## config.mk

```make
export PLATFORM = sky130hd
export DESIGN_NAME = serial_front
export DESIGN_NICKNAME = d
export VERILOG_FILES = /design/src/core/sel_clk_pkg.sv /design/src/core/pin_sync.sv /design/src/core/word_fifo.sv /design/src/core/serial_front.sv
export SDC_FILE = /design/constraint.sdc
export NUM_CORES = 1
export LEC_CHECK = 0
export ABC_AREA = 1
export ABC_CLOCK_PERIOD_IN_PS = 5800
export BUFFER_PORTS_ARGS = -buffer_cell sky130_fd_sc_hd__buf_2
export CORE_ASPECT_RATIO = 1.5
export CORE_MARGIN = 2
export CORE_UTILIZATION = 30
export CTS_BUF_LIST = sky130_fd_sc_hd__clkbuf_8
export CTS_CLUSTER_DIAMETER = 120
export DETAILED_ROUTE_END_ITERATION = 8
export PLACE_DENSITY = 0.47
export SYNTH_ARGS = -nofsm -noshare
export SYNTH_HDL_FRONTEND = slang
export SYNTH_SLANG_ARGS = --single-unit
```

## constraint.sdc

```tcl
create_clock -name ref_clk -period 5.8 [get_ports ref_clk]
set_clock_uncertainty 0.15 [all_clocks]
set_input_delay 0.29 -clock ref_clk [delete_from_list [all_inputs] [get_ports ref_clk]]
set_output_delay 0.29 -clock ref_clk [all_outputs]
set_load 0.005 [all_outputs]
```

## src/core/sel_clk_pkg.sv

```systemverilog
/*
 Package for the serial select/clock front end: field widths, timing constants,
 reset values and state and command types.
 Assumes a 250 MHz ref_clk; nothing else.
*/
package sel_clk_pkg;
   // Core clock period in picoseconds (4 ns)
   localparam int unsigned CLK_PERIOD_PS      = 4000;
   // Least deselect interval, in nanoseconds
   localparam int unsigned DESELECT_MIN_NS    = 1000;
   // Least deselect interval in core cycles, rounded up
   localparam int unsigned DESELECT_MIN_CYC   =
      (DESELECT_MIN_NS * 1000 + CLK_PERIOD_PS - 1) / CLK_PERIOD_PS;
   // Width of the deselect counter
   localparam int unsigned DESEL_CNT_W        = 9;
   // Opcode field width
   localparam int unsigned OPCODE_W           = 2;
   // Address field lengths for each word width
   localparam int unsigned ADDR_LEN_X16       = 8;
   localparam int unsigned ADDR_LEN_X8        = 9;
   // Data word lengths for each word width
   localparam int unsigned DATA_LEN_X16       = 16;
   localparam int unsigned DATA_LEN_X8        = 8;
   // Width of the in-frame bit counter
   localparam int unsigned BIT_CNT_W          = 5;
   // Address register width (largest field)
   localparam int unsigned ADDR_W             = 9;
   // Data register width (largest word)
   localparam int unsigned DATA_W             = 16;
   // Serial output idle level after reset
   localparam logic        DOUT_RESET         = 1'b0;
   // Opcode encodings
   localparam logic [1:0]  OP_SPECIAL         = 2'h0;
   localparam logic [1:0]  OP_WRITE           = 2'h1;
   localparam logic [1:0]  OP_READ            = 2'h2;
   localparam logic [1:0]  OP_ERASE           = 2'h3;
   // Special sub-codes taken from the two top address bits
   localparam logic [1:0]  SUB_DISABLE        = 2'h0;
   localparam logic [1:0]  SUB_WRITE_ALL      = 2'h1;
   localparam logic [1:0]  SUB_ERASE_ALL      = 2'h2;
   localparam logic [1:0]  SUB_ENABLE         = 2'h3;

   // Command state machine
   typedef enum logic [2:0] {
      ST_IDLE,
      ST_OPCODE,
      ST_ADDR,
      ST_DATA,
      ST_READ_OUT,
      ST_DONE
   } cmd_state_t;

   // Decoded instruction
   typedef enum logic [2:0] {
      CMD_NONE,
      CMD_READ,
      CMD_WRITE,
      CMD_ERASE,
      CMD_WRITE_ALL,
      CMD_ERASE_ALL,
      CMD_ENABLE,
      CMD_DISABLE
   } cmd_t;
endpackage : sel_clk_pkg

```

## src/core/pin_sync.sv

```systemverilog
/*
 Two flip-flop synchroniser with rise and fall detection on the synced level.
 Assumes the input is asynchronous to clk; reset is synchronous, active high.
*/
`timescale 1ns/100ps
module pin_sync (
   // Clock and reset
   input  wire logic clk,
   input  wire logic rst,
   // Asynchronous pin
   input  wire logic pin,
   // Synchronised level and edges
   output logic      level,
   output logic      rise,
   output logic      fall
);
   logic meta_r;  // First stage, read only by the second
   logic sync_r;  // Second stage
   logic prev_r;  // Delayed copy for edge detection

   // Synchroniser chain and edge history
   always_ff @(posedge clk) begin
      if (rst) begin
         meta_r <= 1'b0;
         sync_r <= 1'b0;
         prev_r <= 1'b0;
      end else begin
         meta_r <= pin;
         sync_r <= meta_r;
         prev_r <= sync_r;
      end
   end

   assign level = sync_r;
   assign rise  = sync_r & ~prev_r;
   assign fall  = ~sync_r & prev_r;
endmodule : pin_sync

```

## src/core/word_fifo.sv

```systemverilog
/*
 Flip-flop FIFO with valid/ready on both sides.
 Assumes one clock, synchronous active-high reset, DEPTH a power of two.
*/
`timescale 1ns/100ps
module word_fifo #(
   parameter int unsigned WIDTH = 16,
   parameter int unsigned DEPTH = 32
) (
   // Clock and reset
   input  wire logic             clk,
   input  wire logic             rst,
   // Fill side
   input  wire logic             in_valid,
   output logic                  in_ready,
   input  wire logic [WIDTH-1:0] in_data,
   // Drain side
   output logic                  out_valid,
   input  wire logic             out_ready,
   output logic      [WIDTH-1:0] out_data,
   // Flush discards all content
   input  wire logic             flush
);
   localparam int unsigned AW = $clog2(DEPTH);
   logic [WIDTH-1:0] mem_r [DEPTH];  // Storage
   logic [AW-1:0]    wr_r;           // Write index
   logic [AW-1:0]    rd_r;           // Read index
   logic [AW:0]      cnt_r;          // Fill level
   logic             push;
   logic             pop;

   assign in_ready  = (cnt_r != DEPTH[AW:0]);
   assign out_valid = (cnt_r != '0);
   assign push      = in_valid & in_ready;
   assign pop       = out_valid & out_ready;
   assign out_data  = mem_r[rd_r];

   // Storage writes
   always_ff @(posedge clk) begin
      if (push) begin
         mem_r[wr_r] <= in_data;
      end
   end

   // Pointers and level; flush wins over any transfer
   always_ff @(posedge clk) begin
      if (rst || flush) begin
         wr_r  <= '0;
         rd_r  <= '0;
         cnt_r <= '0;
      end else begin
         if (push) begin
            wr_r <= wr_r + 1'b1;
         end
         if (pop) begin
            rd_r <= rd_r + 1'b1;
         end
         cnt_r <= cnt_r + {{AW{1'b0}}, push} - {{AW{1'b0}}, pop};
      end
   end
endmodule : word_fifo

```

## src/core/serial_front.sv

```systemverilog
/*
 Select/clock front end of a three-wire serial memory slave.
 Assumes ref_clk at 250 MHz, far faster than the serial clock, and that
 the array side answers read requests with words through the FIFO.
*/
// Summary of operation
// - Select high means selected, low deselected
// - Ignore clock and data while deselected
// - Select rise returns command machine to idle
// - Select fall after program starts programming
// - Capture data-in on serial clock rise
// - Launch each output bit on clock rise
// - Long deselect raises deselect_done; it clears no register
// - Skip leading zeros until start one
// - Two-bit opcode plus top address picks command
// - Address eight bits x16, nine bits x8
// - Read sends zero dummy, then word MSB-first
`timescale 1ns/100ps
module serial_front
   import sel_clk_pkg::*;
#(
   parameter int unsigned FIFO_DEPTH = 32
) (
   // Core clock and reset
   input  wire logic                     ref_clk,
   input  wire logic                     rst,
   // Serial pins from the master
   input  wire logic                     select_in,
   input  wire logic                     serial_clock_in,
   input  wire logic                     serial_data_in,
   input  wire logic                     word_width_select,
   // Serial data out pin (enable low while driving)
   output logic                          serial_data_out,
   output logic                          serial_data_oe_n,
   // Decoded instruction towards the array
   output logic                          cmd_valid,
   output sel_clk_pkg::cmd_t             cmd_code,
   output logic [sel_clk_pkg::ADDR_W-1:0] cmd_addr,
   output logic [sel_clk_pkg::DATA_W-1:0] cmd_data,
   output logic                          program_start,
   // Read words from the array
   input  wire logic                     rd_valid,
   output logic                          rd_ready,
   input  wire logic [sel_clk_pkg::DATA_W-1:0] rd_data,
   // Front end status
   output logic                          deselect_done
);
   import sel_clk_pkg::*;

   // Synchronised pins and edges
   logic                   sel_lvl;     // Synced select
   logic                   sel_rise;    // Select rising
   logic                   sel_fall;    // Select falling
   logic                   sk_rise;     // Serial clock rising
   logic                   di_lvl;      // Synced data in
   logic                   org_lvl;     // Synced word width

   // Frame decode and shift registers
   cmd_state_t             state_r;     // Command machine
   logic [BIT_CNT_W-1:0]   bit_cnt_r;   // Bits left in current field
   logic [OPCODE_W-1:0]    opcode_r;    // Opcode shift register
   logic [ADDR_W-1:0]      addr_r;      // Address shift register
   logic [DATA_W-1:0]      data_r;      // Data in shift register
   logic [DATA_W-1:0]      out_sh_r;    // Data out shift register
   logic                   x16_r;       // Word width held for the frame

   // Deselect timing and pin drivers
   logic [DESEL_CNT_W-1:0] desel_cnt_r; // Deselect time counter
   logic                   dout_r;      // Output bit register
   logic                   oe_n_r;      // Output enable register

   // Registered outputs to the array
   logic                   cmd_valid_r; // One-cycle command pulse
   cmd_t                   cmd_code_r;  // Last decoded command
   logic                   prog_r;      // Programming start pulse

   // Buffer, decoder and shifter glue
   logic                   load_word;   // FIFO word taken into out_sh_r
   logic                   fifo_valid;
   logic [DATA_W-1:0]      fifo_data;
   logic                   sk_edge;     // Usable clock rise in frame
   cmd_t                   dec;         // Decode of opcode and top address

   // Pin synchronisers
   pin_sync u_sel (.clk(ref_clk), .rst(rst), .pin(select_in),
                   .level(sel_lvl), .rise(sel_rise), .fall(sel_fall));

   // Serial clock; only its rise is used
   pin_sync u_sk  (.clk(ref_clk), .rst(rst), .pin(serial_clock_in),
                   .level(), .rise(sk_rise), .fall());

   // Data in, read at usable clock rises
   pin_sync u_di  (.clk(ref_clk), .rst(rst), .pin(serial_data_in),
                   .level(di_lvl), .rise(), .fall());

   // Word width, latched at select rise
   pin_sync u_org (.clk(ref_clk), .rst(rst), .pin(word_width_select),
                   .level(org_lvl), .rise(), .fall());

   // Read word buffer; the array fills it, the output shifter drains it
   word_fifo #(.WIDTH(DATA_W), .DEPTH(FIFO_DEPTH)) u_fifo (
      .clk(ref_clk), .rst(rst),
      .in_valid(rd_valid), .in_ready(rd_ready), .in_data(rd_data),
      .out_valid(fifo_valid), .out_ready(load_word), .out_data(fifo_data),
      .flush(sel_rise)
   );

   // Clock edges count only while selected and not on the select edge itself
   assign sk_edge = sk_rise & sel_lvl & ~sel_rise;

   // Instruction decode from opcode and top two address bits
   always_comb begin
      dec = CMD_NONE;
      case (opcode_r)
         OP_READ:  dec = CMD_READ;
         OP_WRITE: dec = CMD_WRITE;
         OP_ERASE: dec = CMD_ERASE;
         OP_SPECIAL: begin
            case (x16_r ? addr_r[7:6] : addr_r[8:7])
               SUB_DISABLE:   dec = CMD_DISABLE;
               SUB_WRITE_ALL: dec = CMD_WRITE_ALL;
               SUB_ERASE_ALL: dec = CMD_ERASE_ALL;
               SUB_ENABLE:    dec = CMD_ENABLE;
               default:       dec = CMD_NONE;
            endcase
         end
         default:  dec = CMD_NONE;
      endcase
   end

   // Word taken from the FIFO at the dummy bit of a read
   assign load_word = sk_edge && state_r == ST_ADDR && bit_cnt_r == 5'h1 &&
                      dec == CMD_READ;

   // Command state machine and field counter
   always_ff @(posedge ref_clk) begin
      if (rst || sel_rise || !sel_lvl) begin
         state_r   <= ST_IDLE;
         bit_cnt_r <= '0;
      end else if (sk_edge) begin
         case (state_r)
            // Zeros before the start bit are dropped
            ST_IDLE: begin
               if (di_lvl) begin
                  state_r   <= ST_OPCODE;
                  bit_cnt_r <= BIT_CNT_W'(OPCODE_W);
               end
            end
            // Two opcode bits, MSB first
            ST_OPCODE: begin
               if (bit_cnt_r == 5'h1) begin
                  state_r   <= ST_ADDR;
                  bit_cnt_r <= x16_r ? BIT_CNT_W'(ADDR_LEN_X16)
                                     : BIT_CNT_W'(ADDR_LEN_X8);
               end else begin
                  bit_cnt_r <= bit_cnt_r - 1'b1;
               end
            end
            // Last address bit picks the next phase
            ST_ADDR: begin
               if (bit_cnt_r == 5'h1) begin
                  bit_cnt_r <= x16_r ? BIT_CNT_W'(DATA_LEN_X16)
                                     : BIT_CNT_W'(DATA_LEN_X8);
                  if (dec_next_is_data()) begin
                     state_r <= ST_DATA;
                  end else if (dec_next_is_read()) begin
                     state_r <= ST_READ_OUT;
                  end else begin
                     state_r <= ST_DONE;
                  end
               end else begin
                  bit_cnt_r <= bit_cnt_r - 1'b1;
               end
            end
            // One bit per rise, in or out
            ST_DATA, ST_READ_OUT: begin
               if (bit_cnt_r == 5'h1) begin
                  state_r <= ST_DONE;
               end
               bit_cnt_r <= bit_cnt_r - 1'b1;
            end
            // Clocks past the frame end are ignored
            ST_DONE: state_r <= ST_DONE;
            // Unused codes return to idle
            default: state_r <= ST_IDLE;
         endcase
      end
   end

   // The last address bit is still arriving, so decode uses the shifted value
   function automatic logic [1:0] next_top();
      next_top = x16_r ? addr_r[6:5] : addr_r[7:6];
   endfunction : next_top

   // Write and write-all take a data word
   function automatic logic dec_next_is_data();
      dec_next_is_data = (opcode_r == OP_WRITE) ||
                         (opcode_r == OP_SPECIAL && next_top() == SUB_WRITE_ALL);
   endfunction : dec_next_is_data

   // Only a read drives the output
   function automatic logic dec_next_is_read();
      dec_next_is_read = (opcode_r == OP_READ);
   endfunction : dec_next_is_read

   // Field shift registers, captured on serial clock rise
   always_ff @(posedge ref_clk) begin
      if (rst || sel_rise) begin
         opcode_r <= '0;
         addr_r   <= '0;
         data_r   <= '0;
         x16_r    <= org_lvl;
      end else if (sk_edge) begin
         case (state_r)
            ST_OPCODE: opcode_r <= {opcode_r[0], di_lvl};
            ST_ADDR:   addr_r   <= {addr_r[ADDR_W-2:0], di_lvl};
            ST_DATA:   data_r   <= {data_r[DATA_W-2:0], di_lvl};
            default:   opcode_r <= opcode_r;
         endcase
      end
   end

   // Decoded command published when its frame is complete
   always_ff @(posedge ref_clk) begin
      if (rst) begin
         cmd_valid_r <= 1'b0;
         cmd_code_r  <= CMD_NONE;
      end else begin
         // Pulse for one cycle; the code stands
         cmd_valid_r <= 1'b0;
         if (sel_fall && state_r == ST_DONE) begin
            cmd_valid_r <= 1'b1;
            cmd_code_r  <= dec;
         end
      end
   end

   // Programming starts on the select fall of a programming frame
   always_ff @(posedge ref_clk) begin
      if (rst) begin
         prog_r <= 1'b0;
      end else begin
         prog_r <= sel_fall && state_r == ST_DONE &&
                   (dec == CMD_WRITE || dec == CMD_ERASE ||
                    dec == CMD_WRITE_ALL || dec == CMD_ERASE_ALL);
      end
   end

   // Output shifter: zero dummy then the word, MSB first, on clock rise
   always_ff @(posedge ref_clk) begin
      if (rst || !sel_lvl) begin
         // Deselected: idle level, shifter empty
         dout_r   <= DOUT_RESET;
         out_sh_r <= '0;
      end else if (load_word) begin
         // Dummy zero launched by the last address rise
         dout_r   <= 1'b0;
         // An empty buffer reads as a zero word
         if (!fifo_valid) begin
            out_sh_r <= '0;
         end else if (x16_r) begin
            out_sh_r <= fifo_data;
         end else begin
            out_sh_r <= {fifo_data[DATA_LEN_X8-1:0], 8'h00};
         end
      end else if (sk_edge && state_r == ST_READ_OUT) begin
         // One bit per usable clock rise
         dout_r   <= out_sh_r[DATA_W-1];
         out_sh_r <= {out_sh_r[DATA_W-2:0], 1'b0};
      end
   end

   // Output enable only while selected in a read's output or done phase; released within a few core cycles of fall
   always_ff @(posedge ref_clk) begin
      if (rst) begin
         oe_n_r <= 1'b1;
      end else begin
         oe_n_r <= ~(sel_lvl & (state_r == ST_READ_OUT ||
                   (state_r == ST_DONE && opcode_r == OP_READ)));
      end
   end

   // Deselect timer: reports once select has stayed low long enough
   always_ff @(posedge ref_clk) begin
      if (rst || sel_lvl) begin
         desel_cnt_r <= '0;
      end else if (desel_cnt_r != DESEL_CNT_W'(DESELECT_MIN_CYC)) begin
         // Stops at the limit so the flag holds
         desel_cnt_r <= desel_cnt_r + 1'b1;
      end
   end

   // Serial pin
   assign serial_data_out  = dout_r;
   assign serial_data_oe_n = oe_n_r;

   // Array side
   assign cmd_valid        = cmd_valid_r;
   assign cmd_code         = cmd_code_r;
   assign cmd_addr         = addr_r;
   assign cmd_data         = data_r;
   assign program_start    = prog_r;

   // Status
   assign deselect_done    = (desel_cnt_r == DESEL_CNT_W'(DESELECT_MIN_CYC));
endmodule : serial_front

```

==> flow_summary_export.csv <==
group,metric,value,unit
logic_synthesis,synth_commonest_cells,"714 x nand2_1, 513 x edfxtp_1, 457 x nand3_1",
cells_and_area,stdcell_area,28500,sq um
cts,clockBufferDepth,3,
detailed_routing,drc,0,
floorplanning,die_w,241,microns
cts,cts_resized,0,
logic_synthesis,synth_edf_count,513,
setup_path,crit_arrival,3830,ps
detailed_routing,wl_per_cell,19.4,microns
cts,clk_pin_slew_worst_paths,70,ps
logic_synthesis,syn_area,25200,sq um
cells_and_area,drive_gt1_frac,0.115,
setup_path,cp-start-kind,"register",
cts,root_buffer,"clkbuf_8",
cells_and_area,fin_nets,2436,
logic_synthesis,syn_inst,2299,
grt,overflow,0,
floorplanning,num_rows,130,
timing,fin_setup_tns,0,ps
power,power_density,301,nW/um^2
cts,cts_tree,"done",
logic_synthesis,ys_types,51,
detailed_routing,ant_nets,0,
detailed_routing,drt_iter0_markers,1075,
setup_path,reg2reg_depth,12,
logic_synthesis,synth-seq-cells,611,
power,p_leak,10.5,nW
logic_synthesis,yosysWarnings,0,
cts,clkLatencyLatePin,680,ps
timing,period_needed,3370,ps
grt,grt_util_all_layers,0.161,
detailed_routing,drt_first_pass_iters,5,
timing,grt_setup_unrepaired,"false",
detailed_routing,vias,17000,
timing,max_freq,0.296,GHz
grt,grt_pass1_vias,17000,
floorplanning,io_pins,57,
logic_synthesis,ys_seq_area_frac,0.689,
logic_synthesis,synth_area_leaders,"edfxtp_1 61%, nand2_1 11%, nand3_1 9.1%, dfxtp_1 7.8%, nor2_1 1.6%",
logic_synthesis,yosys.area.top_type,"edfxtp_1",
logic_synthesis,syn_nets,2341,
setup_path,end_kind,"register",
floorplanning,die_h,359,microns
floorplanning,dieArea,86400,sq um
floorplanning,core-area,83400,sq um
floorplanning,start_util,0.302,
logic_synthesis,synth.avg_cell_area,11.0,sq um
logic_synthesis,synth_most_common_cell,"nand2_1",
run,maxCapViolCount,0,
logic_synthesis,synth.top_cell.area_share,0.611,
timing,finalHoldViolCount,0,
placed_design,place_area,26500,sq um
grt,grt_max_degree,157,
logic_synthesis,synth-main-ff-cell,"edfxtp_1",
setup_path,reg2reg_slack,2430,ps
grt,antenna_found_initial,2,
grt,grt_pass1_wl,105000,microns
cts,cts_setup_buffers,0,
setup_path,cp-endpoint,"out_sh_r[9]",
power,peakVddDrop,155,uV
logic_synthesis,ys_async_sr_fraction,0,
timing,tightest_slew,1140,ps
detailed_routing,routed_wirelength,69500,microns
timing,drv_slew,0,
placed_design,dp.final_hpwl,41300,microns
placed_design,portBuffers,56,
setup_path,crit_required,6260,ps
cells_and_area,synthToLayoutAreaGrowth,13.1,%
cts,clkSinkCount,611,
setup_path,r2r-end,"out_sh_r[9]",
timing,setup_viol,0,
cts,cts_buffers,90,
timing,fin_crit_sh,0.582,
run_status,outcome,"complete, no violations",
cts,cts_hold_buffers,25,
setup_path,worstSetupPathType,"reg2reg",
detailed_routing,vias_per_cell,4.75,
placed_design,gp_congestion,0.797,
timing,max_slew_margin,0.242,
setup_path,cp_max_fo,156,
cts,htree_levels,3,
worst_hold_path,min_path_type,"in2reg",
## per-stage QoR
stage          setup WS [ps]  hold WS, ps  instances   util  total power [W]
2_1_floorplan           3070          209       2299      -          0.00513
3_5_place_dp            2450          240       3399  0.318          0.00530
5_1_grt                 2160         56.8       3590  0.342          0.00891
4_1_cts                 2430         3.34       3589  0.342          0.00870
3_3_place_gp            2450          239       3399  0.318          0.00529
6_report                2430         47.9       3590  0.342          0.00857
## per-layer routing
metal / up-vias / routed length [microns] / track usage
li1: 8154 / - / -
met1: 8366 / 27600 / 0.185
met2: 397 / 36600 / 0.293
met3: 119 / 2880 / 0.0241
met4: 0 / 2460 / 0.0681
met5: - / 0 / 0
## layout make-up
cell class	count	area (sq um)
fillers	8327	54900
repair buffers	126	868
clock buffers	102	1400
inverters	79	309
flip-flops and latches	611	17400
well taps	1122	1400
clock inverters	63	317
multi-input cells	1486	6830
diodes	1	2.50
## worst max-delay path, cell delays in order, from the launching register on
cell	delay, ps
dfxtp_4	460
inv_8	650
buf_4	690
nand2_1	110
nand3_1	100
nand3_1	110
nand2_1	120
nand2_1	50
nand3_1	120
nand3_1	200
nand2_1	120
nand2_1	50
a21oi_1	110
## state kept, by name, summed over array words and instances, names as in the netlist, 2 cells and up, named ones only
register,flops
u_fifo.cnt_r,6
u_fifo.wr_r,5
out_sh_r,16
bit_cnt_r,5
cmd_addr,9
opcode_r,2
state_r,3
u_fifo.mem_r,512
cmd_code,3
desel_cnt_r,9
u_fifo.rd_r,5
cmd_data,16
## placed cells by master (no fill, tap or decap), types with 2 or more instances in the layout
cell type,instances
nor3_1,14
buf_2,56
dfxtp_1,95
clkinv_1,14
clkinvlp_4,2
nor2_1,85
clkbuf_8,102
nor2_4,3
ha_1,18
o21ai_1,2
xnor2_1,2
clkinv_2,16
dlygate4sd3_1,25
or2_2,2
nand2_2,2
nor2_2,29
nand2_1,714
bufinv_16,2
xor2_1,3
nand4_1,3
nand3_4,3
a211oi_1,3
inv_1,99
a31oi_1,5
nor3_2,2
inv_4,2
nand3_1,457
edfxtp_1,513
mux2i_1,2
o21a_1,2
dfxtp_4,2
a21oi_1,47
buf_4,45
inv_2,6
o21ai_0,71
## power by group
part / leakage (nW) / internal, W / total [W] / switching [W]
Sequential: 5.42 / 0.00482 / 0.00484 / 0.0000241
Combinational: 4.04 / 0.000107 / 0.000371 / 0.000264
Clock: 1.00 / 0.00170 / 0.00336 / 0.00166
## worst min-delay path by stage
stage	start	end	depth (start not counted)
after floorplan	rst	cmd_code[2]	1
after CTS	rd_data[15]	u_fifo.mem_r[7][15]	1
after detailed placement	u_org.level	x16_r	0
after global routing	rd_data[15]	u_fifo.mem_r[7][15]	1
final	rd_data[15]	u_fifo.mem_r[4][15]	1
after global placement	u_org.level	x16_r	0
## kinds of logic after synthesis
kind of cell    after synthesis  share of synthesized area
mux                           2                   0.000794
flops                       611                      0.689
simple gates               1322                      0.227
buf+inv                     202                     0.0426
compound gates              138                     0.0294
xor+xnor                      5                    0.00174
fa+ha+maj                    19                    0.00973
(Power assumes the default switching activity.)
